$ cat src/verilog/drpc_regs.vh
/*
  Constants of the reference-clock and PLL control block: register offsets,
  field positions, reset values and clock-source codes.
  Assumes it is included by bare name by the design files that need it.
*/
`ifndef DRPC_REGS_VH
`define DRPC_REGS_VH

`define DRPC_AW 5
`define DRPC_DW 32
`define DRPC_CW 16

// byte offsets
`define DRPC_OFF_SHADOW 5'h00
`define DRPC_OFF_ACTIVE 5'h04
`define DRPC_OFF_UPDATE 5'h08
`define DRPC_OFF_STATUS 5'h0C
`define DRPC_OFF_CLEAR 5'h10
`define DRPC_OFF_ENABLE 5'h14
`define DRPC_OFF_INFO 5'h18

// clock_source_pll_control reset: diff input, PLL off, PLL in reset
`define DRPC_CTL_RESET 16'h0020
// writable bits: all but reserved bit 8 and the lock bit 0
`define DRPC_CTL_WMASK 16'hFEFE

`define DRPC_B_OUTDIV 15
`define DRPC_B_FBDIV2 14
`define DRPC_F_N_HI 13
`define DRPC_F_N_LO 9
`define DRPC_B_SRC_HI 7
`define DRPC_B_SRC_MID 6
`define DRPC_B_PWRDN 5
`define DRPC_B_LORANGE 4
`define DRPC_B_PREDIV 3
`define DRPC_B_VCOSEL 2
`define DRPC_B_RSTN 1
`define DRPC_B_LOCK 0

// interrupt status layout
`define DRPC_EVW 3
`define DRPC_EV_LOCK_UP 0
`define DRPC_EV_LOCK_DOWN 1
`define DRPC_EV_UPDATE 2

// reference input modes
`define DRPC_REF_DIFF 2'h0
`define DRPC_REF_CRYSTAL_INPUT_MODE 2'h1
`define DRPC_REF_CMOS 2'h2

// multiplication factor in quarter steps
`define DRPC_MW 9
`define DRPC_N_ZERO_AS 6'h20

`define DRPC_SYSTEM_SAMPLE_CLOCK_MAX_MHZ 250

`endif

$ cat src/verilog/drpc_sync3.v
/*
  Three-stage synchroniser with agreement filter for one level.
  Assumes the input is asynchronous to clk and may glitch.
*/
`timescale 1ns/10ps
module drpc_sync3 (
  input wire clk,
  input wire rst,
  input wire async_in,
  output reg level_q
);

reg s1_q;
reg s2_q;
reg s3_q;

// first stage feeds only the second
always @(posedge clk or posedge rst) begin
  if (rst) begin
    s1_q <= 1'b0;
    s2_q <= 1'b0;
    s3_q <= 1'b0;
    level_q <= 1'b0;
  end else begin
    s1_q <= async_in;
    s2_q <= s1_q;
    s3_q <= s2_q;
    if (s2_q == s3_q) begin
      level_q <= s3_q;
    end
  end
end

endmodule

$ cat src/verilog/drpc_decode.v
/*
  Combinational decode of the active clock_source_pll_control word into
  reference mode, PLL enable and the multiplication factor in quarters.
  Assumes the caller registers every result before it leaves the block.
*/
`timescale 1ns/10ps
`include "drpc_regs.vh"
module drpc_decode (
  input wire [`DRPC_CW-1:0] ctl,
  output reg [1:0] ref_mode,
  output reg pll_en,
  output reg [`DRPC_MW-1:0] mult_q4
);

reg [5:0] n_eff;
reg [`DRPC_MW-1:0] m;

always @* begin
  // x1x picks the crystal regardless of the top bit
  if (ctl[`DRPC_B_SRC_MID]) begin
    ref_mode = `DRPC_REF_CRYSTAL_INPUT_MODE;
  end else if (ctl[`DRPC_B_SRC_HI]) begin
    ref_mode = `DRPC_REF_CMOS;
  end else begin
    ref_mode = `DRPC_REF_DIFF;
  end
  pll_en = ~ctl[`DRPC_B_PWRDN];
  n_eff = {1'b0, ctl[`DRPC_F_N_HI:`DRPC_F_N_LO]};
  if (n_eff == 6'h00) begin
    n_eff = `DRPC_N_ZERO_AS;
  end
  m = {1'b0, n_eff, 2'b00};
  if (ctl[`DRPC_B_FBDIV2]) begin
    m = {m[`DRPC_MW-2:0], 1'b0};
  end
  if (ctl[`DRPC_B_OUTDIV]) begin
    m = {1'b0, m[`DRPC_MW-1:1]};
  end
  if (ctl[`DRPC_B_PREDIV]) begin
    m = {1'b0, m[`DRPC_MW-1:1]};
  end
  mult_q4 = m;
end

endmodule

$ cat src/verilog/drpc_clock_control.v
/*
  Reference-clock and PLL control with Avalon-MM register slave, lock
  tracking, system clock source select and a level interrupt.
  Assumes pll_lock_in comes from the analog PLL, asynchronous to clk, and
  that the analog clock mux follows system_sample_clock_pll_sel_q on its own.
*/
// Implementation choices: the address map and the Avalon-MM interface to the registers.
`timescale 1ns/10ps
`include "drpc_regs.vh"
module drpc_clock_control (
  input wire clk,
  input wire rst,
  input wire [`DRPC_AW-1:0] avs_address,
  input wire avs_read,
  input wire avs_write,
  input wire [`DRPC_DW-1:0] avs_writedata,
  input wire [3:0] avs_byteenable,
  output reg [`DRPC_DW-1:0] avs_readdata,
  output reg avs_waitrequest,
  input wire pll_lock_in,
  output reg pll_power_down_q,
  output reg pll_reset_n_q,
  output reg pll_low_range_select_q,
  output reg pll_ref_div2_q,
  output reg pll_vco_select_q,
  output reg pll_out_div2_q,
  output reg pll_fb_div2_q,
  output reg [4:0] pll_fb_n_q,
  output reg [1:0] ref_mode_q,
  output reg crystal_input_mode_q,
  output reg system_sample_clock_pll_sel_q,
  output reg irq_q
);

////////////////////////////////////////////////////////////////////////////////
// state

reg [`DRPC_CW-1:0] shadow_q;
reg [`DRPC_CW-1:0] shadow_d;
reg [`DRPC_CW-1:0] active_q;
reg [`DRPC_CW-1:0] active_d;
reg [`DRPC_EVW-1:0] sts_q;
reg [`DRPC_EVW-1:0] sts_d;
reg [`DRPC_EVW-1:0] en_q;
reg [`DRPC_EVW-1:0] en_d;
reg lock_eff_q;
reg [`DRPC_DW-1:0] rdata_d;
reg [`DRPC_EVW-1:0] ev;
reg [`DRPC_EVW-1:0] clr;

wire lock_sync;
wire [1:0] dec_ref_mode;
wire dec_pll_en;
wire [`DRPC_MW-1:0] dec_mult_q4;
wire acc;
wire wr;
wire do_update;
wire lock_eff;

////////////////////////////////////////////////////////////////////////////////
// helpers

// merge a 16-bit register write under the two low byte enables
function [`DRPC_CW-1:0] be_merge;
  input [`DRPC_CW-1:0] old;
  input [`DRPC_CW-1:0] nw;
  input [1:0] be;
  reg [`DRPC_CW-1:0] r;
  begin
    r = old;
    if (be[0]) begin
      r[7:0] = nw[7:0];
    end
    if (be[1]) begin
      r[15:8] = nw[15:8];
    end
    be_merge = r;
  end
endfunction

// true when the access hits the given offset with the low byte lane
function hit_lo;
  input [`DRPC_AW-1:0] a;
  input [`DRPC_AW-1:0] off;
  input [3:0] be;
  begin
    hit_lo = (a == off) && be[0];
  end
endfunction

////////////////////////////////////////////////////////////////////////////////
// submodules

drpc_sync3 u_lock_sync (
  .clk(clk),
  .rst(rst),
  .async_in(pll_lock_in),
  .level_q(lock_sync)
);

drpc_decode u_decode (
  .ctl(active_q),
  .ref_mode(dec_ref_mode),
  .pll_en(dec_pll_en),
  .mult_q4(dec_mult_q4)
);

////////////////////////////////////////////////////////////////////////////////
// bus handshake: one wait cycle, then the access completes

assign acc = (avs_read | avs_write) & ~avs_waitrequest;
assign wr = avs_write & ~avs_waitrequest;
assign do_update = wr && hit_lo(avs_address, `DRPC_OFF_UPDATE, avs_byteenable) && avs_writedata[0];

always @(posedge clk or posedge rst) begin
  if (rst) begin
    avs_waitrequest <= 1'b1;
  end else if ((avs_read | avs_write) && avs_waitrequest) begin
    avs_waitrequest <= 1'b0;
  end else begin
    avs_waitrequest <= 1'b1;
  end
end

////////////////////////////////////////////////////////////////////////////////
// lock qualification
// lock from a PLL that is off or held in reset is not trusted

assign lock_eff = lock_sync & dec_pll_en & active_q[`DRPC_B_RSTN];

////////////////////////////////////////////////////////////////////////////////
// register next values

always @* begin
  shadow_d = shadow_q;
  if (wr && (avs_address == `DRPC_OFF_SHADOW)) begin
    shadow_d = be_merge(shadow_q, avs_writedata[`DRPC_CW-1:0], avs_byteenable[1:0])
      & `DRPC_CTL_WMASK;
  end
end

always @* begin
  active_d = active_q;
  if (do_update) begin
    active_d = shadow_q;
  end
end

always @* begin
  en_d = en_q;
  if (wr && hit_lo(avs_address, `DRPC_OFF_ENABLE, avs_byteenable)) begin
    en_d = avs_writedata[`DRPC_EVW-1:0];
  end
end

always @* begin
  ev = {`DRPC_EVW{1'b0}};
  ev[`DRPC_EV_LOCK_UP] = lock_eff & ~lock_eff_q;
  ev[`DRPC_EV_LOCK_DOWN] = ~lock_eff & lock_eff_q;
  ev[`DRPC_EV_UPDATE] = do_update;
  clr = {`DRPC_EVW{1'b0}};
  if (wr && hit_lo(avs_address, `DRPC_OFF_CLEAR, avs_byteenable)) begin
    clr = avs_writedata[`DRPC_EVW-1:0];
  end
  // a new event beats a clear in the same cycle
  sts_d = (sts_q & ~clr) | ev;
end

always @* begin
  rdata_d = {`DRPC_DW{1'b0}};
  case (avs_address)
    `DRPC_OFF_SHADOW: begin
      rdata_d[`DRPC_CW-1:0] = {shadow_q[`DRPC_CW-1:1], lock_eff_q};
    end
    `DRPC_OFF_ACTIVE: begin
      rdata_d[`DRPC_CW-1:0] = {active_q[`DRPC_CW-1:1], lock_eff_q};
    end
    `DRPC_OFF_STATUS: begin
      rdata_d[`DRPC_EVW-1:0] = sts_q;
    end
    `DRPC_OFF_ENABLE: begin
      rdata_d[`DRPC_EVW-1:0] = en_q;
    end
    `DRPC_OFF_INFO: begin
      rdata_d[1:0] = dec_ref_mode;
      rdata_d[2] = dec_pll_en;
      rdata_d[3] = system_sample_clock_pll_sel_q;
      rdata_d[4 +: `DRPC_MW] = dec_mult_q4;
    end
    default: begin
      // write-only and unmapped offsets read as zero
      rdata_d = {`DRPC_DW{1'b0}};
    end
  endcase
end

////////////////////////////////////////////////////////////////////////////////
// registers

always @(posedge clk or posedge rst) begin
  if (rst) begin
    shadow_q <= `DRPC_CTL_RESET;
    active_q <= `DRPC_CTL_RESET;
    sts_q <= {`DRPC_EVW{1'b0}};
    en_q <= {`DRPC_EVW{1'b0}};
    lock_eff_q <= 1'b0;
    avs_readdata <= {`DRPC_DW{1'b0}};
    irq_q <= 1'b0;
  end else begin
    shadow_q <= shadow_d;
    active_q <= active_d;
    sts_q <= sts_d;
    en_q <= en_d;
    lock_eff_q <= lock_eff;
    irq_q <= |(sts_q & en_q);
    // load in the wait cycle so the data stand at the completing edge
    if (avs_read && avs_waitrequest) begin
      avs_readdata <= rdata_d;
    end
  end
end

////////////////////////////////////////////////////////////////////////////////
// PLL controls and clock source select

always @(posedge clk or posedge rst) begin
  if (rst) begin
    pll_power_down_q <= 1'b1;
    pll_reset_n_q <= 1'b0;
    pll_low_range_select_q <= 1'b0;
    pll_ref_div2_q <= 1'b0;
    pll_vco_select_q <= 1'b0;
    pll_out_div2_q <= 1'b0;
    pll_fb_div2_q <= 1'b0;
    pll_fb_n_q <= 5'h00;
    ref_mode_q <= `DRPC_REF_DIFF;
    crystal_input_mode_q <= 1'b0;
    system_sample_clock_pll_sel_q <= 1'b0;
  end else begin
    pll_power_down_q <= active_q[`DRPC_B_PWRDN];
    pll_reset_n_q <= active_q[`DRPC_B_RSTN];
    pll_low_range_select_q <= active_q[`DRPC_B_LORANGE] & dec_pll_en;
    pll_ref_div2_q <= active_q[`DRPC_B_PREDIV];
    pll_vco_select_q <= active_q[`DRPC_B_VCOSEL];
    pll_out_div2_q <= active_q[`DRPC_B_OUTDIV];
    pll_fb_div2_q <= active_q[`DRPC_B_FBDIV2];
    pll_fb_n_q <= active_q[`DRPC_F_N_HI:`DRPC_F_N_LO];
    ref_mode_q <= dec_ref_mode;
    crystal_input_mode_q <= (dec_ref_mode == `DRPC_REF_CRYSTAL_INPUT_MODE);
    // the analog mux switches on this level without aligning either clock
    system_sample_clock_pll_sel_q <= lock_eff;
  end
end

endmodule

$ cat config.mk
export PLATFORM = sky130hd
export DESIGN_NAME = drpc_clock_control
export DESIGN_NICKNAME = d
export VERILOG_FILES = /design/src/verilog/drpc_sync3.v /design/src/verilog/drpc_decode.v /design/src/verilog/drpc_clock_control.v
export VERILOG_INCLUDE_DIRS = /design/src /design/src/verilog
export SDC_FILE = /design/constraint.sdc
export NUM_CORES = 1
export LEC_CHECK = 0
export BUFFER_PORTS_ARGS = -buffer_cell sky130_fd_sc_hd__buf_4
export CORE_ASPECT_RATIO = 1.1
export CORE_MARGIN = 1.5
export CORE_UTILIZATION = 56
export DETAILED_ROUTE_END_ITERATION = 16
export GPL_ROUTABILITY_DRIVEN = 0
export PLACE_DENSITY = 0.85
export SYNTH_ARGS = -nofsm -noshare
export SYNTH_HDL_FRONTEND = slang
export SYNTH_HIERARCHICAL = 1
export SYNTH_SLANG_ARGS = --single-unit
export TNS_END_PERCENT = 20
$ cat constraint.sdc
create_clock -name clk -period 3.7 [get_ports clk]
set_input_delay 0.74 -clock clk [delete_from_list [all_inputs] [get_ports clk]]
set_output_delay 0.74 -clock clk [all_outputs]
set_load 0.02 [all_outputs]
# Yosys cells after proc, flatten, opt, wreduce, memory -nomap -nowiden
# Cells that the tools add are included.
[totals]
out_inout_bits = 50
regBits = 72
input_bits = 46
word_cells = 72
[classes]
bitwise = 15
eq_ne = 8
reduce_logical = 15
mux = 11
[ops]
columns = ["cell", "n"]
rows = [
  ["$pmux 10 s3", 1],
  ["$mux 9", 3],
  ["$eq 5x5->1 const B", 3],
  ["$pmux 3 s5", 1],
  ["$eq 5x4->1 const B", 2],
  ["$logic_and 1x1->1", 10],
  ["$logic_not 5->1", 2],
  ["$and 1x1->1", 6],
  ["$and 3x3->3", 2],
  ["$mux 6", 1],
  ["$pmux 3 s2", 1],
  ["$eq 5x3->1 const B", 1],
  ["$mux 2", 2],
  ["$not 1->1", 4],
  ["$reduce_and 2->1", 2],
  ["$mux 3", 1],
  ["$not 3->3", 1],
  ["$or 3x3->3", 1],
  ["$reduce_or 3->1", 1],
  ["$eq 2x1->1 const B", 1],
  ["$eq 1x1->1", 1],
  ["$mux 1", 1],
  ["$or 1x1->1", 1],
]

# Longest topological paths before layout
# Gate-level depths: netlist of the first run.
[depth]
ltp_word = 7
mapped_depth = 6
mapped_depth_nobuf = 5

# Modules after synthesis
# The synthesis of the first run kept the hierarchy.
[modules_own_cells]
columns = ["mod", "cells_each", "area_per_inst_um2", "seq_area_each_um2", "instances"]
rows = [
  ["drpc_clock_control", 231, 3064.2, 1706.6, 1],
  ["drpc_decode", 43, 331.6, 0.0, 1],
  ["drpc_sync3", 6, 115.1, 100.1, 1],
]

# Worst setup path after synthesis of the first run
# Ideal clock, no wire load.
[synth_path]
kind = "input-to-reg"
start = "input avs_address[1]"
end = "register shadow_q[1]"
slack_ns = 1.759
arrival_ns = 1.816
n_path_buf = 2
required_time_ns = 3.575
path_stages = 5
setup_time_ns = 0.125
cell_sequence = "or3_1 > buf_6 > nand2b_4 > buf_6 > mux2_4"
[synth_between]
elab_chain_len = 3
[synth_rtl]
columns = ["item", "line", "rtl"]
rows = [
  ["from (decl)", "drpc_clock_control.v:13", "input wire [`DRPC_AW-1:0] avs_address,"],
  ["$logic_not 5->1", "--", ""],
  ["$logic_and 1x1->1", "drpc_clock_control.v:136", "if (wr && (avs_address == `DRPC_OFF_SHADOW)) begin"],
  ["$reduce_and 2->1 (no line)", "--", ""],
  ["to (signal assigned)", "drpc_clock_control.v:202", "shadow_q <= `DRPC_CTL_RESET;"],
  ["to (signal assigned)", "drpc_clock_control.v:210", "shadow_q <= shadow_d;"],
  ["to (decl)", "drpc_clock_control.v:38", "reg [`DRPC_CW-1:0] shadow_q;"],
]
# No other way between the ends.
# A chain may end at the register's enable or synchronous reset.

# Final worst setup path of the first run
[layout_path]
start = "input avs_address[1]"
end = "register shadow_q[9]"
# The elaborated chain is that of the path after synthesis.

==> impl_metrics.ini, run 1 <==
[timing]
slew_viol_final = 0
rsz0062_at_grt = false
max_freq_ghz = 0.493
fin_tns_setup_ps = 0
hold_viol = 0
setup_viol = 0
period_needed_ps = 2030
relSlewSlack = 0.555
tightest_slew_ps = 667
worst_clock_skew_ps = 9.18
whs_ps = 271
fin_crit_sh = 0.548

[yosys]
synth-async-reset-ratio = 1.00
synth_warnings = 6
ys.flop_type = dfrtp_1
synth_cell_types = 52
synth.area.top_cells = dfrtp_1, mux2_2, mux2_4
synth_edf_count = 0
syn_avg_cell_area_um2 = 12.5
netlist.area_leader.share = 0.485
synth-seq-cells = 72
syn_area_mm2 = 0.00351
yosysSeqAreaShare = 0.515
yosysTopAreaCell = dfrtp_1
synth_cells = 280

[routing]
routed_via_density = 5.51
drtIter0Drc = 200
dr.pass1.iters = 4
dr_total_vias = 2327
routedWlPerCell_um = 16.8
wl_um = 7070
antenna_left = 0
drc = 0

[clock_tree]
cts_sinks = 72
cts_max_level = 3
cts_resized = 0
cts-buffers-inserted = 9
holdBufCountCts = 0
cts_tree = yes
cts_buffer_depth = 2
cts_setup_buffers = 0
root_buffer = clkbuf_8
clkTransAtPathRegs_ps = 70
insertion_delay_ps = 360

[grt]
grt_start_max_net_pins = 36
grt_antenna_before_repair = 0
gr-usage-met3 = 0.0415
grt_overflow = 0
grtUsageMet1 = 0.316
grt_pass1_wl_um = 11500
met2_usage = 0.339
grt_usage = 0.227
busiest_layer = met2
grt_pass1_vias = 2261

[floorplanning]
io_pins = 96
die_h_um = 86.0
start_util = 0.574
std_cell_rows = 30
die_w_um = 78.5
core_mm2 = 0.00612
die-area_mm2 = 0.00675

[setup_path]
crit_arrival_ps = 2270
critPathRequiredTime_ps = 3940
path_max_fanout = 13
reg2reg_depth = 5
r2r-start = active_q[15]
critPathKind = in2reg
r2r_end = avs_readdata[5]
r2r_slack_ps = 1910
crit_path_start_kind = input pin
endpoint_kind = flop

[cells_and_area]
antennaDiodeCount = 0
syn_to_final_growth_pct = 17.3
seq_area_mm2 = 0.00181
nets = 383
fillers = 488
drive_above_1_share = 0.415
multiInputGateArea_mm2 = 0.00150
fin_util = 0.673

[outcome]
status = finished, final reports clean

[power]
power.leakage_nw = 2.03
powerDensity_mw_per_mm2 = 406
design_power_total_mw = 1.67
ir_drop_uv = 228

[placement]
io_buffers = 60
post-dp-hpwl_um = 4860

[min_path]
min_path_type = in2async

[flow_run]
max_cap_viol_count = 0
## report_power, final
| group | internal, mW | switching [mW] | total (mW) |
|---|---|---|---|
| Combinational | 0.0650 | 0.0857 | 0.151 |
| Clock | 0.394 | 0.291 | 0.685 |
| Sequential | 0.815 | 0.0218 | 0.837 |
## layer usage
layer  wire [um]  share of wire
met1        3040           0.43
met4         145          0.020
met2        3510           0.50
met5           0              0
met3         377          0.053
## critical path: stages
cell	delay, ps
buf_4	120
or3_1	580
nor2_8	300
nand3_4	180
mux2_1	340
## cells in the final DEF, fill, tap and decap left out, drive strengths merged, types with 5 or more instances in the layout
cell,synthesis,layout
a22oi,13,13
buf,28,62
clkbuf,3,10
conb,1,16
dfrtp,68,68
inv,7,7
mux2,45,45
mux2i,8,8
nand2,22,22
nand2b,5,5
nor2,8,8
nor2b,7,7
nor3,6,6
o21ai,16,16
## cell families (layout without fill, tap and decap cells)
kind of cell    count (synthesis)  in the layout  synth area share
flops                          72             72             0.515
other cells                     1             16           0.00107
fa+ha+maj                       1              1           0.00321
xor+xnor                        1              1           0.00250
mux                            53             53             0.180
buf+inv                        38             85            0.0745
compound gates                 52             52             0.106
simple gates                   62             62             0.118
## stage by stage
stage                     area, um2  setup WS [ps]  cells
after global placement         3900           1340    406
after global routing           4120           1610    422
after CTS                      4120           1680    422
after detailed placement       3900           1310    406
final                          4120           1670    422
after floorplan                3570           1260    295
## Yosys cell counts (3+ instances only)
master and n:
clkbuf_1 3, dfrtp_1 68, a22o_1 4, inv_1 7, mux2i_1 8, dfstp_2 4, o221ai_1 3, nand2_1 22
buf_4 21, nand3_1 3, a22oi_1 13, mux2_2 32, nand2b_1 4, mux2_4 12, nor2b_1 7, buf_6 5
nor2_1 6, o21ai_0 15
## layout make-up
type / instances / share of cell area
sequential: 72 / 0.439
multi-input combinational: 185 / 0.364
timing repair buffer: 62 / 0.113
clock buffer: 10 / 0.0334
tap: 80 / 0.0243
clock inverter: 6 / 0.0201
inverter: 7 / 0.00638
## state kept, by name (all words and copies together), names as in the netlist, 2 cells and up
| name | flops |
|---|---|
| avs_readdata | 16 |
| ref_mode_q | 2 |
| active_q | 14 |
| sts_q | 3 |
| shadow_q | 14 |
| en_q | 3 |
| pll_fb_n_q | 5 |
## how the worst max path moves through the flow
stage                    from            to  slack [ps]  cells past startpoint
3_3_place_gp   avs_address[1]   shadow_q[9]        1340                      5
3_5_place_dp   avs_address[1]   shadow_q[9]        1310                      5
6_report       avs_address[1]   shadow_q[9]        1670                      5
5_1_grt        avs_address[1]   shadow_q[9]        1610                      5
2_1_floorplan             rst  active_q[10]        1260                      1
4_1_cts        avs_address[1]   shadow_q[9]        1680                      5
(Power assumes the default switching activity.)
==> run 2: changes to the inputs <==
--- a/config.mk
+++ b/config.mk
@@ -9,10 +9,10 @@
 export BUFFER_PORTS_ARGS = -buffer_cell sky130_fd_sc_hd__buf_4
 export CORE_ASPECT_RATIO = 1.1
 export CORE_MARGIN = 1.5
-export CORE_UTILIZATION = 56
+export CORE_UTILIZATION = 47
 export DETAILED_ROUTE_END_ITERATION = 16
 export GPL_ROUTABILITY_DRIVEN = 0
-export PLACE_DENSITY = 0.85
+export PLACE_DENSITY = 0.76
 export SYNTH_ARGS = -nofsm -noshare
 export SYNTH_HDL_FRONTEND = slang
 export SYNTH_HIERARCHICAL = 1
==> constraint.sdc (replaced) <==
create_clock -name clk -period 1.8 [get_ports clk]
set_input_delay 0.36 -clock clk [delete_from_list [all_inputs] [get_ports clk]]
set_output_delay 0.36 -clock clk [all_outputs]
set_load 0.02 [all_outputs]
==> run 2 against run 1 <==
Against the previous run:
- cell area increased by 2.4%
- the flow now finishes with violations (design-rule violations)
- critical path type is now reg2reg
- wire length is 2.7% lower
- register-to-register slack worse by 1700 ps
==> impl_metrics.ini, run 2 (synthesis results as in run 1) <==
[timing]
setup_ws_ps = 199
max_freq_ghz = 0.625
hold_viol = 0
setup_viol = 0
slew_viol_final = 0
whs_ps = 122
fin_crit_sh = 0.889
period_needed_ps = 1600
worst_clock_skew_ps = 9.01
rsz0062_at_grt = false

[floorplanning]
core_mm2 = 0.00713
std_cell_rows = 32
io_pins = 96
start_util = 0.493
die_w_um = 85.4
die-area_mm2 = 0.00800
die_h_um = 93.6

[clock_tree]
clkTransAtPathRegs_ps = 70
insertion_delay_ps = 340
cts_tree = yes
cts-buffers-inserted = 9
cts_setup_buffers = 0
root_buffer = clkbuf_8
cts_max_level = 3
cts_sinks = 72
cts_buffer_depth = 2

[cells_and_area]
syn_to_final_growth_pct = 20.1
regMostFlops = avs_readdata
antennaDiodeCount = 0
final_cell_count_no_fill = 438
final_area_mm2 = 0.00422
nets = 394
top_regs = avs_readdata (16), active_q (14), shadow_q (14)
drive_above_1_share = 0.428
final_cell_mix = buf_4, dfrtp_1, mux2_2
final_common_cell = buf_4
largest_reg_flops = 16

[routing]
routed_via_density = 5.40
wl_um = 6880
dr.pass1.iters = 10
drtIter0Drc = 207
drc = 4
dr_total_vias = 2366
routedWlPerCell_um = 15.7
antenna_left = 0

[power]
power.leakage_nw = 2.08
powerDensity_mw_per_mm2 = 788
design_power_total_mw = 3.32
ir_drop_uv = 410

[flow_run]
max_cap_viol_count = 0

[setup_path]
endpoint_kind = flop
crit_arrival_ps = 1820
critPathKind = reg2reg
critPathRequiredTime_ps = 2020
r2r_slack_ps = 200
reg2reg_depth = 5
crit_path_start_kind = flop
r2r_end = avs_readdata[9]
r2r-start = active_q[15]
path_max_fanout = 13

[outcome]
status = finished, violations left
violations = design-rule violations

[grt]
grt_usage = 0.179
grt_start_max_net_pins = 69
grt_pass1_wl_um = 11200
grtUsageMet1 = 0.240
met2_usage = 0.281
grt_pass1_vias = 2348
busiest_layer = met2
grt_antenna_before_repair = 0
grt_overflow = 0
gr-usage-met3 = 0.0203

[placement]
place_area_mm2 = 0.00401
place_ws_ps = -18.0
io_buffers = 60
post-dp-hpwl_um = 4850
dp_cells = 421

[min_path]
min_path_cells = 1
hold_start = pll_lock_in
holdPathEnd = u_lock_sync/s1_q
min_path_type = in2reg
==> run 2: cell count changes in the layout (fill, tap and decap cells not counted), sizes merged <==
cell and delta:
clkbuf +3, bufinv -1, buf +10, inv -1, clkinv -1, dlygate4sd3 +1
==> run 2: cell type report <==
type | instances | area [um2]
clock inverter | 3 | 40.0
tap | 85 | 106
fill | 589 | 2910
timing repair buffer | 73 | 576
clock buffer | 13 | 159
inverter | 7 | 30.0
sequential | 72 | 1810
multi-input combinational | 185 | 1500
==> run 2: what timing repair did <==
| action | 4_1_cts | 5_1_grt |
|---|---|---|
| setup endpoints to repair | 0 | 2 |
| endpoints found under the hold margin | 4 | 0 |
| resized for setup | 0 | 1 |
| hold buffers | 1 | 0 |
==> run 2: how the worst max path moves through the flow <==
stage	cells past startpoint	startpoint	end	slack (ps)
6_report	5	active_q[15]	avs_readdata[9]	200
5_1_grt	5	active_q[15]	avs_readdata[9]	140
4_1_cts	5	active_q[15]	avs_readdata[9]	80
3_5_place_dp	6	avs_address[1]	avs_readdata[4]	-20
3_3_place_gp	4	avs_address[1]	en_q[1]	10
2_1_floorplan	5	avs_address[1]	shadow_q[1]	240
==> run 2: layer usage <==
layer,vias up,share of wire
met5,-,0
met4,0,0.019
met3,10,0.037
met2,78,0.49
met1,1169,0.45
li1,1109,-
==> run 2: worst max-delay path: stages, from the launching register on <==
cell	delay [ps]
dfrtp_2	530
mux2_4	340
mux2i_1	220
o22ai_1	130
a22oi_1	180
o21ai_1	70
==> run 2: where the power goes <==
group	total, mW	internal (mW)	switching [mW]	leakage, nW
registers	1.72	1.68	0.0440	0.970
logic	0.323	0.145	0.177	1.01
clock network	1.28	0.713	0.569	0.103
total	3.32	2.53	0.791	2.08
==> run 2: stage by stage <==
step                 util  TNS, ps
finish              0.592        0
global route        0.592        0
CTS                 0.592        0
detailed placement  0.562    -53.3
global placement    0.562        0
floorplan               -        0
